===== src/rtl/tri_setup_pkg.sv =====
// shared register map, field layouts and constants for triangle gradient setup
package tri_setup_pkg;
    // ==========================================================
    // device register byte offsets
    localparam logic [7:0] TEX_S_STEP_X_FLOAT = 8'h00;
    localparam logic [7:0] TEX_T_STEP_X_FLOAT = 8'h04;
    localparam logic [7:0] RECIP_W_STEP_X_FIXED = 8'h08;
    localparam logic [7:0] RECIP_W_STEP_X_FLOAT = 8'h0C;
    localparam logic [7:0] RED_STEP_Y_FIXED = 8'h10;
    localparam logic [7:0] GREEN_STEP_Y_FIXED = 8'h14;
    localparam logic [7:0] BLUE_STEP_Y_FIXED = 8'h18;
    localparam logic [7:0] ALPHA_STEP_Y_FIXED = 8'h1C;
    localparam logic [7:0] RED_STEP_Y_FLOAT = 8'h20;
    localparam logic [7:0] GREEN_STEP_Y_FLOAT = 8'h24;
    localparam logic [7:0] BLUE_STEP_Y_FLOAT = 8'h28;
    localparam logic [7:0] ALPHA_STEP_Y_FLOAT = 8'h2C;
    localparam logic [7:0] DEPTH_STEP_Y_FIXED = 8'h30;
    localparam logic [7:0] DEPTH_STEP_Y_FLOAT = 8'h34;
    localparam logic [7:0] TEX_S_STEP_Y_FIXED = 8'h38;
    localparam logic [7:0] TEX_T_STEP_Y_FIXED = 8'h3C;
    localparam logic [7:0] TEX_S_STEP_Y_FLOAT = 8'h40;
    localparam logic [7:0] TEX_T_STEP_Y_FLOAT = 8'h44;
    localparam logic [7:0] RECIP_W_STEP_Y_FIXED = 8'h48;
    localparam logic [7:0] RECIP_W_STEP_Y_FLOAT = 8'h4C;
    localparam logic [7:0] DRAW_TRI_FIXED = 8'h50;
    localparam logic [7:0] DRAW_TRI_FLOAT = 8'h54;
    // ==========================================================
    // host command port byte offsets
    localparam logic [7:0] HOST_TARGET = 8'h00;
    localparam logic [7:0] HOST_DATA = 8'h04;
    localparam logic [7:0] HOST_VTX_A = 8'h08;
    localparam logic [7:0] HOST_VTX_B = 8'h0C;
    localparam logic [7:0] HOST_VTX_C = 8'h10;
    localparam logic [7:0] HOST_DRAW = 8'h14;
    localparam logic [7:0] HOST_STATUS = 8'h18;
    localparam int STATUS_ERR_BIT = 16;
    localparam int STATUS_CNT_LSB = 24;
    // ==========================================================
    // gradient slots, formats and number layouts
    localparam int NUM_GRADS = 11;
    localparam logic [3:0] SLOT_S_X = 4'h0;
    localparam logic [3:0] SLOT_T_X = 4'h1;
    localparam logic [3:0] SLOT_W_X = 4'h2;
    localparam logic [3:0] SLOT_R_Y = 4'h3;
    localparam logic [3:0] SLOT_A_Y = 4'h6;
    localparam logic [3:0] SLOT_Z_Y = 4'h7;
    localparam logic [3:0] SLOT_S_Y = 4'h8;
    localparam logic [3:0] SLOT_T_Y = 4'h9;
    localparam logic [3:0] SLOT_W_Y = 4'hA;
    localparam logic [3:0] SLOT_NONE = 4'hF;
    localparam logic [10:0] ALL_LOADED = 11'h7FF;
    localparam int NUM_ITERS = 8;
    localparam int ITER_S = 5;
    localparam int ITER_W = 7;
    localparam logic [4:0] COLOR_FRAC = 5'd12;
    localparam logic [4:0] DEPTH_FRAC = 5'd12;
    localparam logic [4:0] TEX_FRAC = 5'd18;
    localparam logic [4:0] RECIP_W_FRAC = 5'd30;
    localparam int COLOR_W = 24;
    localparam int SIGN_BIT = 31;
    localparam int FLT_MANT_W = 23;
    localparam int FLT_BIAS = 127;
    localparam logic [31:0] GRAD_RESET = 32'h0000_0000;
    typedef enum logic {IDLE, RENDER} render_e;
endpackage


===== src/rtl/tri_setup_if.sv =====
// register write link between the setup host and the setup device
interface tri_setup_if;
    logic wr;
    logic [7:0] addr;
    logic [31:0] wdata;
    modport device (input wr, input addr, input wdata);
    modport host (output wr, output addr, output wdata);
endinterface


===== src/rtl/float_to_fixed.sv =====
// converts an ieee single value into two's complement fixed point
module float_to_fixed (
    input wire logic [31:0] flt,
    input wire logic [4:0] frac,
    input wire logic narrow,
    output logic [31:0] fixed
);
    logic [7:0] ex;
    logic signed [9:0] sh;
    logic [63:0] mant;
    logic [63:0] mag;
    logic [63:0] lim;
    always_comb begin
        ex = flt[30:23];
        mant = {40'h00_0000_0000, 1'b1, flt[22:0]};
        sh = $signed({2'b00, ex}) - 10'(tri_setup_pkg::FLT_BIAS + tri_setup_pkg::FLT_MANT_W)
            + $signed({5'b0_0000, frac});
        // out-of-range values saturate instead of wrapping
        lim = narrow ? 64'(32'h007F_FFFF) : 64'(32'h7FFF_FFFF);
        if (ex == 8'h00) begin
            mag = '0;
        end else if (sh > 10'sd31) begin
            mag = lim;
        end else if (sh >= 10'sd0) begin
            mag = mant << sh[4:0];
        end else if (sh < -10'sd24) begin
            mag = '0;
        end else begin
            mag = mant >> 6'(-sh);
        end
        if (mag > lim) begin
            mag = lim;
        end
        fixed = flt[31] ? 32'(-mag) : mag[31:0];
    end
endmodule // float_to_fixed


===== src/rtl/tri_setup_device.sv =====
// triangle setup device: gradient registers, command decode, iterators
// What this block does
// - x step adds 1/w gradient, subtracts leftward
// - 1/w x gradient is signed 2.30
// - float gradients convert to internal fixed point
// - y step adds color gradients, subtracts negative
// - color gradients are bits 23:0, 12.12
// - y step adds depth gradient, subtracts negative
// - depth y gradient is signed 20.12
// - y step adds s/t gradients, subtracts negative
// - s/t y gradients are signed 14.18
// - host supplies texture deltas already divided
// - y step adds 1/w gradient, subtracts negative
// - 1/w y gradient is signed 2.30
// - command write starts one triangle render
// - host loads all registers before command
// - command bit 31 gives orientation
// - host sorts vertices by rising y
// - host computes area from vertex deltas
// - only command bit 31 is used
module tri_setup_device (
    input wire logic clock,
    input wire logic rstn,
    tri_setup_if.device link,
    input wire logic step_x,
    input wire logic step_x_rtl,
    input wire logic step_y,
    input wire logic step_y_neg,
    input wire logic iter_clear,
    input wire logic raster_done,
    output logic [31:0] iter [tri_setup_pkg::NUM_ITERS],
    output logic tri_start,
    output logic tri_cw,
    output logic busy
);
    // ==========================================================
    // address decode
    function automatic logic [3:0] grad_slot(input logic [7:0] a);
        case (a)
            tri_setup_pkg::TEX_S_STEP_X_FLOAT: grad_slot = 4'h0;
            tri_setup_pkg::TEX_T_STEP_X_FLOAT: grad_slot = 4'h1;
            tri_setup_pkg::RECIP_W_STEP_X_FIXED,
            tri_setup_pkg::RECIP_W_STEP_X_FLOAT: grad_slot = 4'h2;
            tri_setup_pkg::RED_STEP_Y_FIXED,
            tri_setup_pkg::RED_STEP_Y_FLOAT: grad_slot = 4'h3;
            tri_setup_pkg::GREEN_STEP_Y_FIXED,
            tri_setup_pkg::GREEN_STEP_Y_FLOAT: grad_slot = 4'h4;
            tri_setup_pkg::BLUE_STEP_Y_FIXED,
            tri_setup_pkg::BLUE_STEP_Y_FLOAT: grad_slot = 4'h5;
            tri_setup_pkg::ALPHA_STEP_Y_FIXED,
            tri_setup_pkg::ALPHA_STEP_Y_FLOAT: grad_slot = 4'h6;
            tri_setup_pkg::DEPTH_STEP_Y_FIXED,
            tri_setup_pkg::DEPTH_STEP_Y_FLOAT: grad_slot = 4'h7;
            tri_setup_pkg::TEX_S_STEP_Y_FIXED,
            tri_setup_pkg::TEX_S_STEP_Y_FLOAT: grad_slot = 4'h8;
            tri_setup_pkg::TEX_T_STEP_Y_FIXED,
            tri_setup_pkg::TEX_T_STEP_Y_FLOAT: grad_slot = 4'h9;
            tri_setup_pkg::RECIP_W_STEP_Y_FIXED,
            tri_setup_pkg::RECIP_W_STEP_Y_FLOAT: grad_slot = 4'hA;
            default: grad_slot = tri_setup_pkg::SLOT_NONE;
        endcase
    endfunction

    function automatic logic is_float(input logic [7:0] a);
        case (a)
            tri_setup_pkg::TEX_S_STEP_X_FLOAT,
            tri_setup_pkg::TEX_T_STEP_X_FLOAT,
            tri_setup_pkg::RECIP_W_STEP_X_FLOAT,
            tri_setup_pkg::RED_STEP_Y_FLOAT,
            tri_setup_pkg::GREEN_STEP_Y_FLOAT,
            tri_setup_pkg::BLUE_STEP_Y_FLOAT,
            tri_setup_pkg::ALPHA_STEP_Y_FLOAT,
            tri_setup_pkg::DEPTH_STEP_Y_FLOAT,
            tri_setup_pkg::TEX_S_STEP_Y_FLOAT,
            tri_setup_pkg::TEX_T_STEP_Y_FLOAT,
            tri_setup_pkg::RECIP_W_STEP_Y_FLOAT: is_float = 1'b1;
            default: is_float = 1'b0;
        endcase
    endfunction

    function automatic logic is_color(input logic [3:0] s);
        is_color = (s >= tri_setup_pkg::SLOT_R_Y) && (s <= tri_setup_pkg::SLOT_A_Y);
    endfunction

    function automatic logic [4:0] grad_frac(input logic [3:0] s);
        if (is_color(s)) begin
            grad_frac = tri_setup_pkg::COLOR_FRAC;
        end else if (s == tri_setup_pkg::SLOT_Z_Y) begin
            grad_frac = tri_setup_pkg::DEPTH_FRAC;
        end else if (s == tri_setup_pkg::SLOT_W_X || s == tri_setup_pkg::SLOT_W_Y) begin
            grad_frac = tri_setup_pkg::RECIP_W_FRAC;
        end else begin
            grad_frac = tri_setup_pkg::TEX_FRAC;
        end
    endfunction

    // one add or subtract step of an iterator
    function automatic logic [31:0] stepped(input logic [31:0] v, input logic [31:0] g,
                                            input logic en, input logic neg);
        if (!en) begin
            stepped = v;
        end else if (neg) begin
            stepped = v - g;
        end else begin
            stepped = v + g;
        end
    endfunction

    // ==========================================================
    // gradient load
    logic [3:0] slot;
    logic flt_write;
    logic cmd_hit;
    logic [31:0] conv_value;
    logic [31:0] fixed_value;
    logic [31:0] grad [tri_setup_pkg::NUM_GRADS];
    logic [31:0] active [tri_setup_pkg::NUM_GRADS];
    tri_setup_pkg::render_e state;

    assign slot = grad_slot(link.addr);
    assign flt_write = is_float(link.addr);
    assign cmd_hit = link.wr && (link.addr == tri_setup_pkg::DRAW_TRI_FIXED
                     || link.addr == tri_setup_pkg::DRAW_TRI_FLOAT);

    float_to_fixed conv (
        .flt(link.wdata),
        .frac(grad_frac(slot)),
        .narrow(is_color(slot)),
        .fixed(conv_value)
    );

    // color fixed form keeps bits 23:0 only, sign-extended to 32
    assign fixed_value = is_color(slot) ?
        {{(32 - tri_setup_pkg::COLOR_W){link.wdata[tri_setup_pkg::COLOR_W - 1]}},
         link.wdata[tri_setup_pkg::COLOR_W - 1:0]} : link.wdata;

    always_ff @(posedge clock or negedge rstn) begin
        if (!rstn) begin
            for (int i = 0; i < tri_setup_pkg::NUM_GRADS; i++) begin
                grad[i] <= tri_setup_pkg::GRAD_RESET;
            end
        end else if (link.wr && slot != tri_setup_pkg::SLOT_NONE) begin
            grad[slot] <= flt_write ? conv_value : fixed_value;
        end
    end

    // ==========================================================
    // triangle command
    // gradients are snapshotted so the host may load the next triangle early
    always_ff @(posedge clock or negedge rstn) begin
        if (!rstn) begin
            for (int i = 0; i < tri_setup_pkg::NUM_GRADS; i++) begin
                active[i] <= tri_setup_pkg::GRAD_RESET;
            end
        end else if (cmd_hit) begin
            active <= grad;
        end
    end

    always_ff @(posedge clock or negedge rstn) begin
        if (!rstn) begin
            tri_start <= 1'b0;
            tri_cw <= 1'b0;
        end else begin
            tri_start <= cmd_hit;
            if (cmd_hit) begin
                tri_cw <= link.wdata[tri_setup_pkg::SIGN_BIT];
            end
        end
    end

    // a new command while rendering restarts on the new triangle
    always_ff @(posedge clock or negedge rstn) begin
        if (!rstn) begin
            state <= tri_setup_pkg::IDLE;
        end else begin
            case (state)
                tri_setup_pkg::IDLE: begin
                    if (cmd_hit) begin
                        state <= tri_setup_pkg::RENDER;
                    end
                end
                tri_setup_pkg::RENDER: begin
                    if (raster_done && !cmd_hit) begin
                        state <= tri_setup_pkg::IDLE;
                    end
                end
                default: state <= tri_setup_pkg::IDLE;
            endcase
        end
    end

    assign busy = (state == tri_setup_pkg::RENDER);

    // ==========================================================
    // parameter iterators
    // start values are outside this block; iter_clear zeroes them
    always_ff @(posedge clock or negedge rstn) begin
        if (!rstn) begin
            for (int i = 0; i < tri_setup_pkg::NUM_ITERS; i++) begin
                iter[i] <= '0;
            end
        end else if (iter_clear) begin
            for (int i = 0; i < tri_setup_pkg::NUM_ITERS; i++) begin
                iter[i] <= '0;
            end
        end else if (busy) begin
            for (int i = 0; i < tri_setup_pkg::NUM_ITERS; i++) begin
                if (i >= tri_setup_pkg::ITER_S) begin
                    iter[i] <= stepped(stepped(iter[i], active[i + 3], step_y, step_y_neg),
                                       active[i - tri_setup_pkg::ITER_S],
                                       step_x, step_x_rtl);
                end else begin
                    iter[i] <= stepped(iter[i], active[i + 3], step_y, step_y_neg);
                end
            end
        end
    end
endmodule // tri_setup_device


===== src/flat_wrapper.sv =====
// flat-port wrapper written by rule: the top's interface ports become plain ports
module tri_setup_device_flat 
  (clock, rstn, step_x, step_x_rtl, step_y, step_y_neg, iter_clear, raster_done, iter, tri_start, tri_cw, busy, link_wr, link_addr, link_wdata);
  tri_setup_if link_i ();
  input wire logic clock;
  input wire logic rstn;
  input wire logic step_x;
  input wire logic step_x_rtl;
  input wire logic step_y;
  input wire logic step_y_neg;
  input wire logic iter_clear;
  input wire logic raster_done;
  output logic [31:0] iter[tri_setup_pkg::NUM_ITERS];
  output logic tri_start;
  output logic tri_cw;
  output logic busy;
  input wire logic [$bits(link_i.wr)-1:0] link_wr;
  input wire logic [$bits(link_i.addr)-1:0] link_addr;
  input wire logic [$bits(link_i.wdata)-1:0] link_wdata;
  assign link_i.wr = link_wr;
  assign link_i.addr = link_addr;
  assign link_i.wdata = link_wdata;
  tri_setup_device u_core (.clock(clock), .rstn(rstn), .link(link_i), .step_x(step_x), .step_x_rtl(step_x_rtl), .step_y(step_y), .step_y_neg(step_y_neg), .iter_clear(iter_clear), .raster_done(raster_done), .iter(iter), .tri_start(tri_start), .tri_cw(tri_cw), .busy(busy));
endmodule

===== config.mk =====
export PLATFORM = sky130hd
export DESIGN_NAME = tri_setup_device_flat
export DESIGN_NICKNAME = d
export VERILOG_FILES = /design/src/rtl/tri_setup_pkg.sv /design/src/rtl/tri_setup_if.sv /design/src/rtl/float_to_fixed.sv /design/src/rtl/tri_setup_device.sv /design/src/flat_wrapper.sv
export SDC_FILE = /design/constraint.sdc
export NUM_CORES = 2
export LEC_CHECK = 0
export ABC_AREA = 0
export BUFFER_PORTS_ARGS = -buffer_cell sky130_fd_sc_hd__buf_4
export CELL_PAD_IN_SITES_DETAIL_PLACEMENT = 0
export CELL_PAD_IN_SITES_GLOBAL_PLACEMENT = 1
export CORE_ASPECT_RATIO = 1.5
export CORE_UTILIZATION = 31
export CTS_BUF_LIST = sky130_fd_sc_hd__clkbuf_16
export DETAILED_ROUTE_END_ITERATION = 8
export PLACE_DENSITY = 0.65
export SLEW_MARGIN = 20
export SYNTH_ARGS = -nofsm -noshare
export SYNTH_HDL_FRONTEND = slang
export SYNTH_SLANG_ARGS = --single-unit

===== constraint.sdc =====
create_clock -name clock -period 7.55 [get_ports clock]
set_input_delay 0.755 -clock clock [delete_from_list [all_inputs] [get_ports clock]]
set_output_delay 0.755 -clock clock [all_outputs]
set_load 0.005 [all_outputs]

Word level (Yosys, flattened, before mapping)
Index checks and enable logic that the tools add are counted.

Register bits: 963. Word-level logic and storage cells: 169. Output and inout port bits: 259. Bits of input ports: 49.

Eq/ne operators: 25. Shift operators: 2. Reductions and logical operators: 23. Bitwise operators: 2. $add $sub $neg: 26. Magnitude comparators: 8. Mux-type cells: 50.

Operator list (number): 2-to-1 mux 32 bit (33); 2-to-1 mux 256 bit (2); adder 32 bit (11); bitwise mux 352 bit (1); subtractor 32 bit (11); 2-to-1 mux 64 bit (4); demux 32 bit (select 4 bit) (1); == test 8 x 6 -> 1 bit, second input constant (8); > comparator 64 x 31 -> 1 bit (1); left shift 24 x 5 -> 64 bit (1); >> shifter 24 x 6 -> 64 bit (1); == test 8 x 7 -> 1 bit, second input constant (6); one-hot mux 4 bit (11 select lines) (1); == test 8 x 5 -> 1 bit, second input constant (4); negator 32 bit (1); 2-to-1 mux 31 bit (1); OR reduction 2 bit (9); == test 8 x 4 -> 1 bit, second input constant (2); zero test 8 bit (2); OR reduction 11 bit (1); adder 9 x 6 -> 10 bit (1); greater-or-equal comparator 10 x 1 -> 1 bit, second input constant (1); > comparator 10 x 6 -> 1 bit, second input constant (1); < comparator 10 x 6 -> 1 bit, second input constant (1); other kinds (22) (31).

Depth between registers and ports, before layout
Depth after elaboration: 21. Mapped depth: 38. Mapped depth without buffers: 32.

Hierarchy
From an unflattened synthesis, not the netlist that was laid out.

Cell total of the unflattened synthesis: 7930. Area, all modules: 65562.9 µm².

By module, submodules not included: tri_setup_device (instances 1, cells an instance 7141, sequential area each 24098.1 µm², area each 59753.6 µm²); float_to_fixed (instances 1, cells an instance 789, sequential area each 0.0 µm², area each 5809.3 µm²).

Worst setup path before layout
OpenSTA, ideal clock, no wires.

Kind: input to register. From: input port link_addr[1]. To: register u_core.grad[188] in the netlist's numbering. Library setup time: 131 ps. Stages: 34. Data arrival time: 7957 ps. Path slack: -538 ps. Buffers on the path: 9. Required time: 7419 ps. Cells stage by stage: nor3_2 o2111a_1 inv_2 ha_1 buf_2 buf_1 buf_2 clkbuf_1 inv_1 ha_1 buf_2 clkbuf_1 clkbuf_1 mux4_2 nand2_1 a21oi_1 a31oi_1 a2111oi_0 nand4_1 and4bb_1 a21oi_2 buf_2 nor2_1 and2_1 ha_1 nand4_1 nor3_2 nand4b_1 o41ai_2 o31a_1 xnor2_1 a21oi_1 clkbuf_2 o21ai_0.

Cells in the longest elaborated chain, start to end: 21. Elaborated cells on any way between the ends: 69. Classes of those cells: 3 x add/sub; 8 x order compare; 23 x eq/ne; 2 x shift; 17 x mux; 1 x bitwise; 15 x reduce/logical.

RTL lines: from (decl) (RTL line flat_wrapper.sv:18) `input wire logic [$bits(link_i.addr)-1:0] link_addr;`; == test 8 x 7 -> 1 bit (tied with other cells) (RTL line tri_setup_device.sv:39) `case (a)`; OR reduction 2 bit (RTL line tri_setup_device.sv:39); one-hot mux 4 bit (11 select lines) (RTL line tri_setup_device.sv:39); == test 4 x 2 -> 1 bit / == test 4 bit (equally long branches) (RTL line tri_setup_device.sv:90) `end else if (s == tri_setup_pkg::SLOT_W_X || s == tri_setup_pkg::SLOT_W_Y) begin`; logical OR 1 bit (RTL line tri_setup_device.sv:90); 2-to-1 mux 4 bit (RTL line tri_setup_device.sv:90); 2-to-1 mux 5 bit (RTL line tri_setup_device.sv:88) `end else if (s == tri_setup_pkg::SLOT_Z_Y) begin`; 2-to-1 mux 5 bit (RTL line tri_setup_device.sv:86) `if (is_color(s)) begin`; [5 not listed]; 2-to-1 mux 64 bit (RTL line float_to_fixed.sv:22) `end else if (sh > 10'sd31) begin`; 2-to-1 mux 64 bit (RTL line float_to_fixed.sv:20) `if (ex == 8'h00) begin`; > comparator 64 x 31 -> 1 bit (RTL line float_to_fixed.sv:31) `if (mag > lim) begin`; 2-to-1 mux 32 bit (RTL line float_to_fixed.sv:31); negator 32 bit (RTL line float_to_fixed.sv:34) `fixed = flt[31] ? 32'(-mag) : mag[31:0];`; 2-to-1 mux 32 bit (RTL line float_to_fixed.sv:34); 2-to-1 mux 32 bit (RTL line tri_setup_device.sv:143) `grad[slot] <= flt_write ? conv_value : fixed_value;`; bitwise mux 352 bit (RTL line tri_setup_device.sv:143); to (signal, indexed assignment) (RTL line tri_setup_device.sv:140) `grad[i] <= tri_setup_pkg::GRAD_RESET;`; to (signal, indexed assignment) (RTL line tri_setup_device.sv:143); to (decl) (RTL line tri_setup_device.sv:116) `logic [31:0] grad [tri_setup_pkg::NUM_GRADS];`.

Parallel ways exist; a longest one is shown, timed or not. A chain may end at the register's enable or synchronous reset.

Worst setup path in the final report
From: register u_core.active[0] in the netlist's numbering. To: register u_core.iter[31] in the netlist's numbering.

Cells in the longest elaborated chain, start to end: 10. Elaborated cells on any way between the ends: 12. Classes of those cells: 4 x add/sub; 8 x mux.

RTL lines: from (decl) (RTL line tri_setup_device.sv:117) `logic [31:0] active [tri_setup_pkg::NUM_GRADS];`; from (signal, indexed assignment) (RTL line tri_setup_device.sv:153) `active[i] <= tri_setup_pkg::GRAD_RESET;`; from (signal assigned) (RTL line tri_setup_device.sv:156) `active <= grad;`; adder 32 bit / subtractor 32 bit (equally long branches) (RTL line tri_setup_device.sv:105, tri_setup_device.sv:103); 2-to-1 mux 32 bit * (RTL line tri_setup_device.sv:102) `end else if (neg) begin`; 2-to-1 mux 32 bit * (RTL line tri_setup_device.sv:100) `if (!en) begin`; 2-to-1 mux 32 bit * (RTL line tri_setup_device.sv:207) `end else if (busy) begin`; 2-to-1 mux 32 bit * (RTL line tri_setup_device.sv:203) `end else if (iter_clear) begin`; adder 32 bit / subtractor 32 bit (equally long branches) (RTL line tri_setup_device.sv:105, tri_setup_device.sv:103); 2-to-1 mux 32 bit (RTL line tri_setup_device.sv:102); 2-to-1 mux 32 bit * (RTL line tri_setup_device.sv:100); 2-to-1 mux 256 bit * (RTL line tri_setup_device.sv:207); 2-to-1 mux 256 bit * (RTL line tri_setup_device.sv:203); to (signal, indexed assignment) (RTL line tri_setup_device.sv:210) `iter[i] <= stepped(stepped(iter[i], active[i + 3], step_y, step_y_neg),`; to (signal, indexed assignment) (RTL line tri_setup_device.sv:214) `iter[i] <= stepped(iter[i], active[i + 3], step_y, step_y_neg);`; to (decl) (RTL line tri_setup_device.sv:31) `output logic [31:0] iter [tri_setup_pkg::NUM_ITERS],`.

Every way passes the cells marked *; elsewhere a longest branch is shown, timed or not. The select of a mux whose other input is x is not followed.

==> impl_metrics.py <==
metrics = {
    "timing": {
        "fin_skew_ns": 0.0482,
        "hold-worst-slack_ns": 0.0461,
        "tightest_slew_ns": 1.03,
        "worst_slack_ns": 0.289,
        "rsz0062_at_grt": "false",
        "setup_tns_ns": 0,
        "drv_slew": 0,
        "slew_headroom": 0.311,
        "finalCritPeriodShare": 0.962,
        "max_freq_ghz": 0.138,
        "finalSetupViolations": 0,
        "fin_crit_ns": 7.26,
        "hold_viol": 0,
    },
    "synth": {
        "synth_edf_count": 0,
        "synth-main-ff-cell": "dfrtp_1",
        "syn_avg_cell_area_um2": 8.22,
        "syn-cell-area_um2": 64900,
        "synth_most_common_cell": "nand2_1",
        "synth.distinct_cells": 93,
        "syn-num-nets": 8325,
        "synth_seq_cells": 963,
        "yosys.area.top_type": "dfrtp_1",
        "synth_area_leaders": "dfrtp_1, nand2_1, ha_1",
        "async_reset_ff_frac": 1.00,
        "synthCells": 7896,
        "yosys_warnings": 0,
        "synth_top_area_frac": 0.371,
        "ys_top_cells_by_count": "nand2_1, dfrtp_1, nor2_1, o21ai_0, a21oi_1",
        "ys_seq_area_frac": 0.371,
    },
    "drt": {
        "drc_errors": 0,
        "first_pass_iters": 5,
        "vias_per_cell": 5.21,
        "wl_per_cell_um": 21.4,
        "totalWireLength_mm": 237,
        "drt_iter0_markers": 3916,
        "ant_nets": 0,
        "via_count": 57786,
    },
    "floorplanning": {
        "row_count": 205,
        "start_util": 0.312,
        "die_h_um": 563,
        "die_area_um2": 211000,
        "ios": 308,
        "die_w_um": 376,
        "fp.coreArea_um2": 208000,
    },
    "place": {
        "io_buffers": 307,
        "dp_slack_ns": -0.514,
        "dp_hpwl_mm": 173,
        "gp_congestion": 0.889,
        "placed_cells": 10895,
    },
    "hold_path": {
        "min_path_type": "in -> async",
    },
    "global_route": {
        "antenna_found_initial": 16,
        "grt_pass1_vias": 56912,
        "grt_start_max_net_pins": 176,
        "grt_overflow": 0,
        "grt_pass1_wl_mm": 359,
        "grt_usage": 0.221,
    },
    "setup_path": {
        "endpoint_kind": "flop",
        "worst-setup-path-type": "reg -> reg",
        "critPathLaunchType": "flop",
        "slowest_delay_ns": 0.47,
        "cp_data_required_time_ns": 8.16,
        "cp.arrival_ns": 7.87,
        "cpMaxStageDelayCell": "o31ai_1",
        "crit_fanout": 5,
    },
    "clock_tree": {
        "cts_tree": "yes",
        "cts-htree-levels": 3,
        "cts_sinks": 963,
        "root_buffer": "clkbuf_16",
        "clk_latency_ns": 0.75,
        "clkTransAtPathRegs_ns": 0.06,
        "cts_buffer_depth": 3,
        "cts_setup_buffers": 0,
        "cts_hold_buf": 0,
        "cts_buffers": 106,
    },
    "layout": {
        "fin_nets": 8638,
        "drive_gt1_frac": 0.123,
        "final_cells": 11091,
        "post-route-util": 0.365,
        "area_delta_synth_final_pct": 16.9,
    },
    "power": {
        "p_leak_nw": 35.6,
        "power.density_nw_per_um2": 187,
        "irDropWorstVdd_uv": 211,
    },
    "outcome": {
        "status": "complete, no violations",
    },
    "run": {
        "maxCapViolCount": 0,
    },
}
-- worst max-delay path, delay by kind of cell (launching register included) --
family          cells  cell delay [ns]
mux                 1             0.28
simple gates        7             1.16
buf+inv             3             0.34
flops               1             0.41
xor+xnor            4             0.73
fa+ha+maj           3             0.83
compound gates     13             3.36
-- per-layer routing --
| metal | GRT usage | wire length (um) | up-vias |
|---|---|---|---|
| met4 | 0.0686 | 7000 | 0 |
| li1 | - | - | 28060 |
| met1 | 0.280 | 103000 | 28204 |
| met5 | 0 | 0 | - |
| met3 | 0.0276 | 10300 | 289 |
| met2 | 0.387 | 117000 | 1233 |
-- layout make-up --
cell class	count	area [um2]
fill	21477	132000
multi-input combinational	6331	38900
sequential	963	24100
timing repair buffer	598	5060
tap	2794	3500
clock buffer	108	2700
clock inverter	80	820
inverter	209	793
antenna	8	20.0
-- state kept, by name, summed over array words and instances, names as in the netlist --
signal	flops
u_core.iter	256
u_core.tri_cw	1
u_core.active	352
u_core.tri_start	1
u_core.busy	1
u_core.grad	352
-- what timing repair did --
action,4_1_cts,5_1_grt
endpoints found under the setup margin,1,54
pin swaps,0,2
resized for setup,2,26
-- cell usage in the layout (no fill, tap or decap), types with 186 or more instances in the layout --
master	Yosys	routed
nand2_1	1740	1731
dfrtp_1	963	962
nor2_1	667	663
o21ai_0	642	634
a21oi_1	575	552
buf_4	5	551
xnor2_1	519	516
ha_1	368	368
inv_1	204	222
nor3_1	187	186
-- cells by family (layout without fill, tap and decap cells) --
kind of cell	after synthesis	after routing	share of synthesized area
other	0	8	0
AOI/OAI and AO/OA	1972	1972	0.183
and+or+nand+nor	3147	3147	0.208
adders and majority gates	383	383	0.0751
muxes	202	202	0.0413
DFF	963	963	0.371
xor gates and xnor gates	627	627	0.0853
buffers and inverters	602	995	0.0357
-- stage by stage --
| stage | power [mW] | instance area, um2 |
|---|---|---|
| floorplan | 7.54 | 65000 |
| global placement | 8.75 | 72200 |
| detailed placement | 8.77 | 72200 |
| CTS | 14.3 | 75700 |
| global route | 14.8 | 75900 |
| finish | 14.2 | 75900 |
-- worst paths after layout --
path,start,end,slack [ns],cells past startpoint
worst max-delay path,u_core.active[0]$_DFFE_PN0P_,u_core.iter[31]$_DFFE_PN0P_,0.29,31
worst max register to register,u_core.active[0]$_DFFE_PN0P_,u_core.iter[31]$_DFFE_PN0P_,0.29,31
worst min register to register,u_core.grad[156]$_DFFE_PN0P_,u_core.active[156]$_DFFE_PN0P_,0.44,2
worst min-delay path,rstn,u_core.iter[35]$_DFFE_PN0P_,0.05,1
min in group clock,raster_done,u_core.busy$_DFF_PN0_,0.27,2
max in group asynchronous,rstn,u_core.iter[160]$_DFFE_PN0P_,5.64,3
-- report_power, final --
group / switching [mW] / leakage (nW) / total (mW) / internal, mW
Combinational: 1.94 / 20.7 / 3.27 / 1.33
Sequential: 0.124 / 13.1 / 5.43 / 5.30
Clock: 2.36 / 1.78 / 5.46 / 3.10
(Power assumes the default switching activity.)
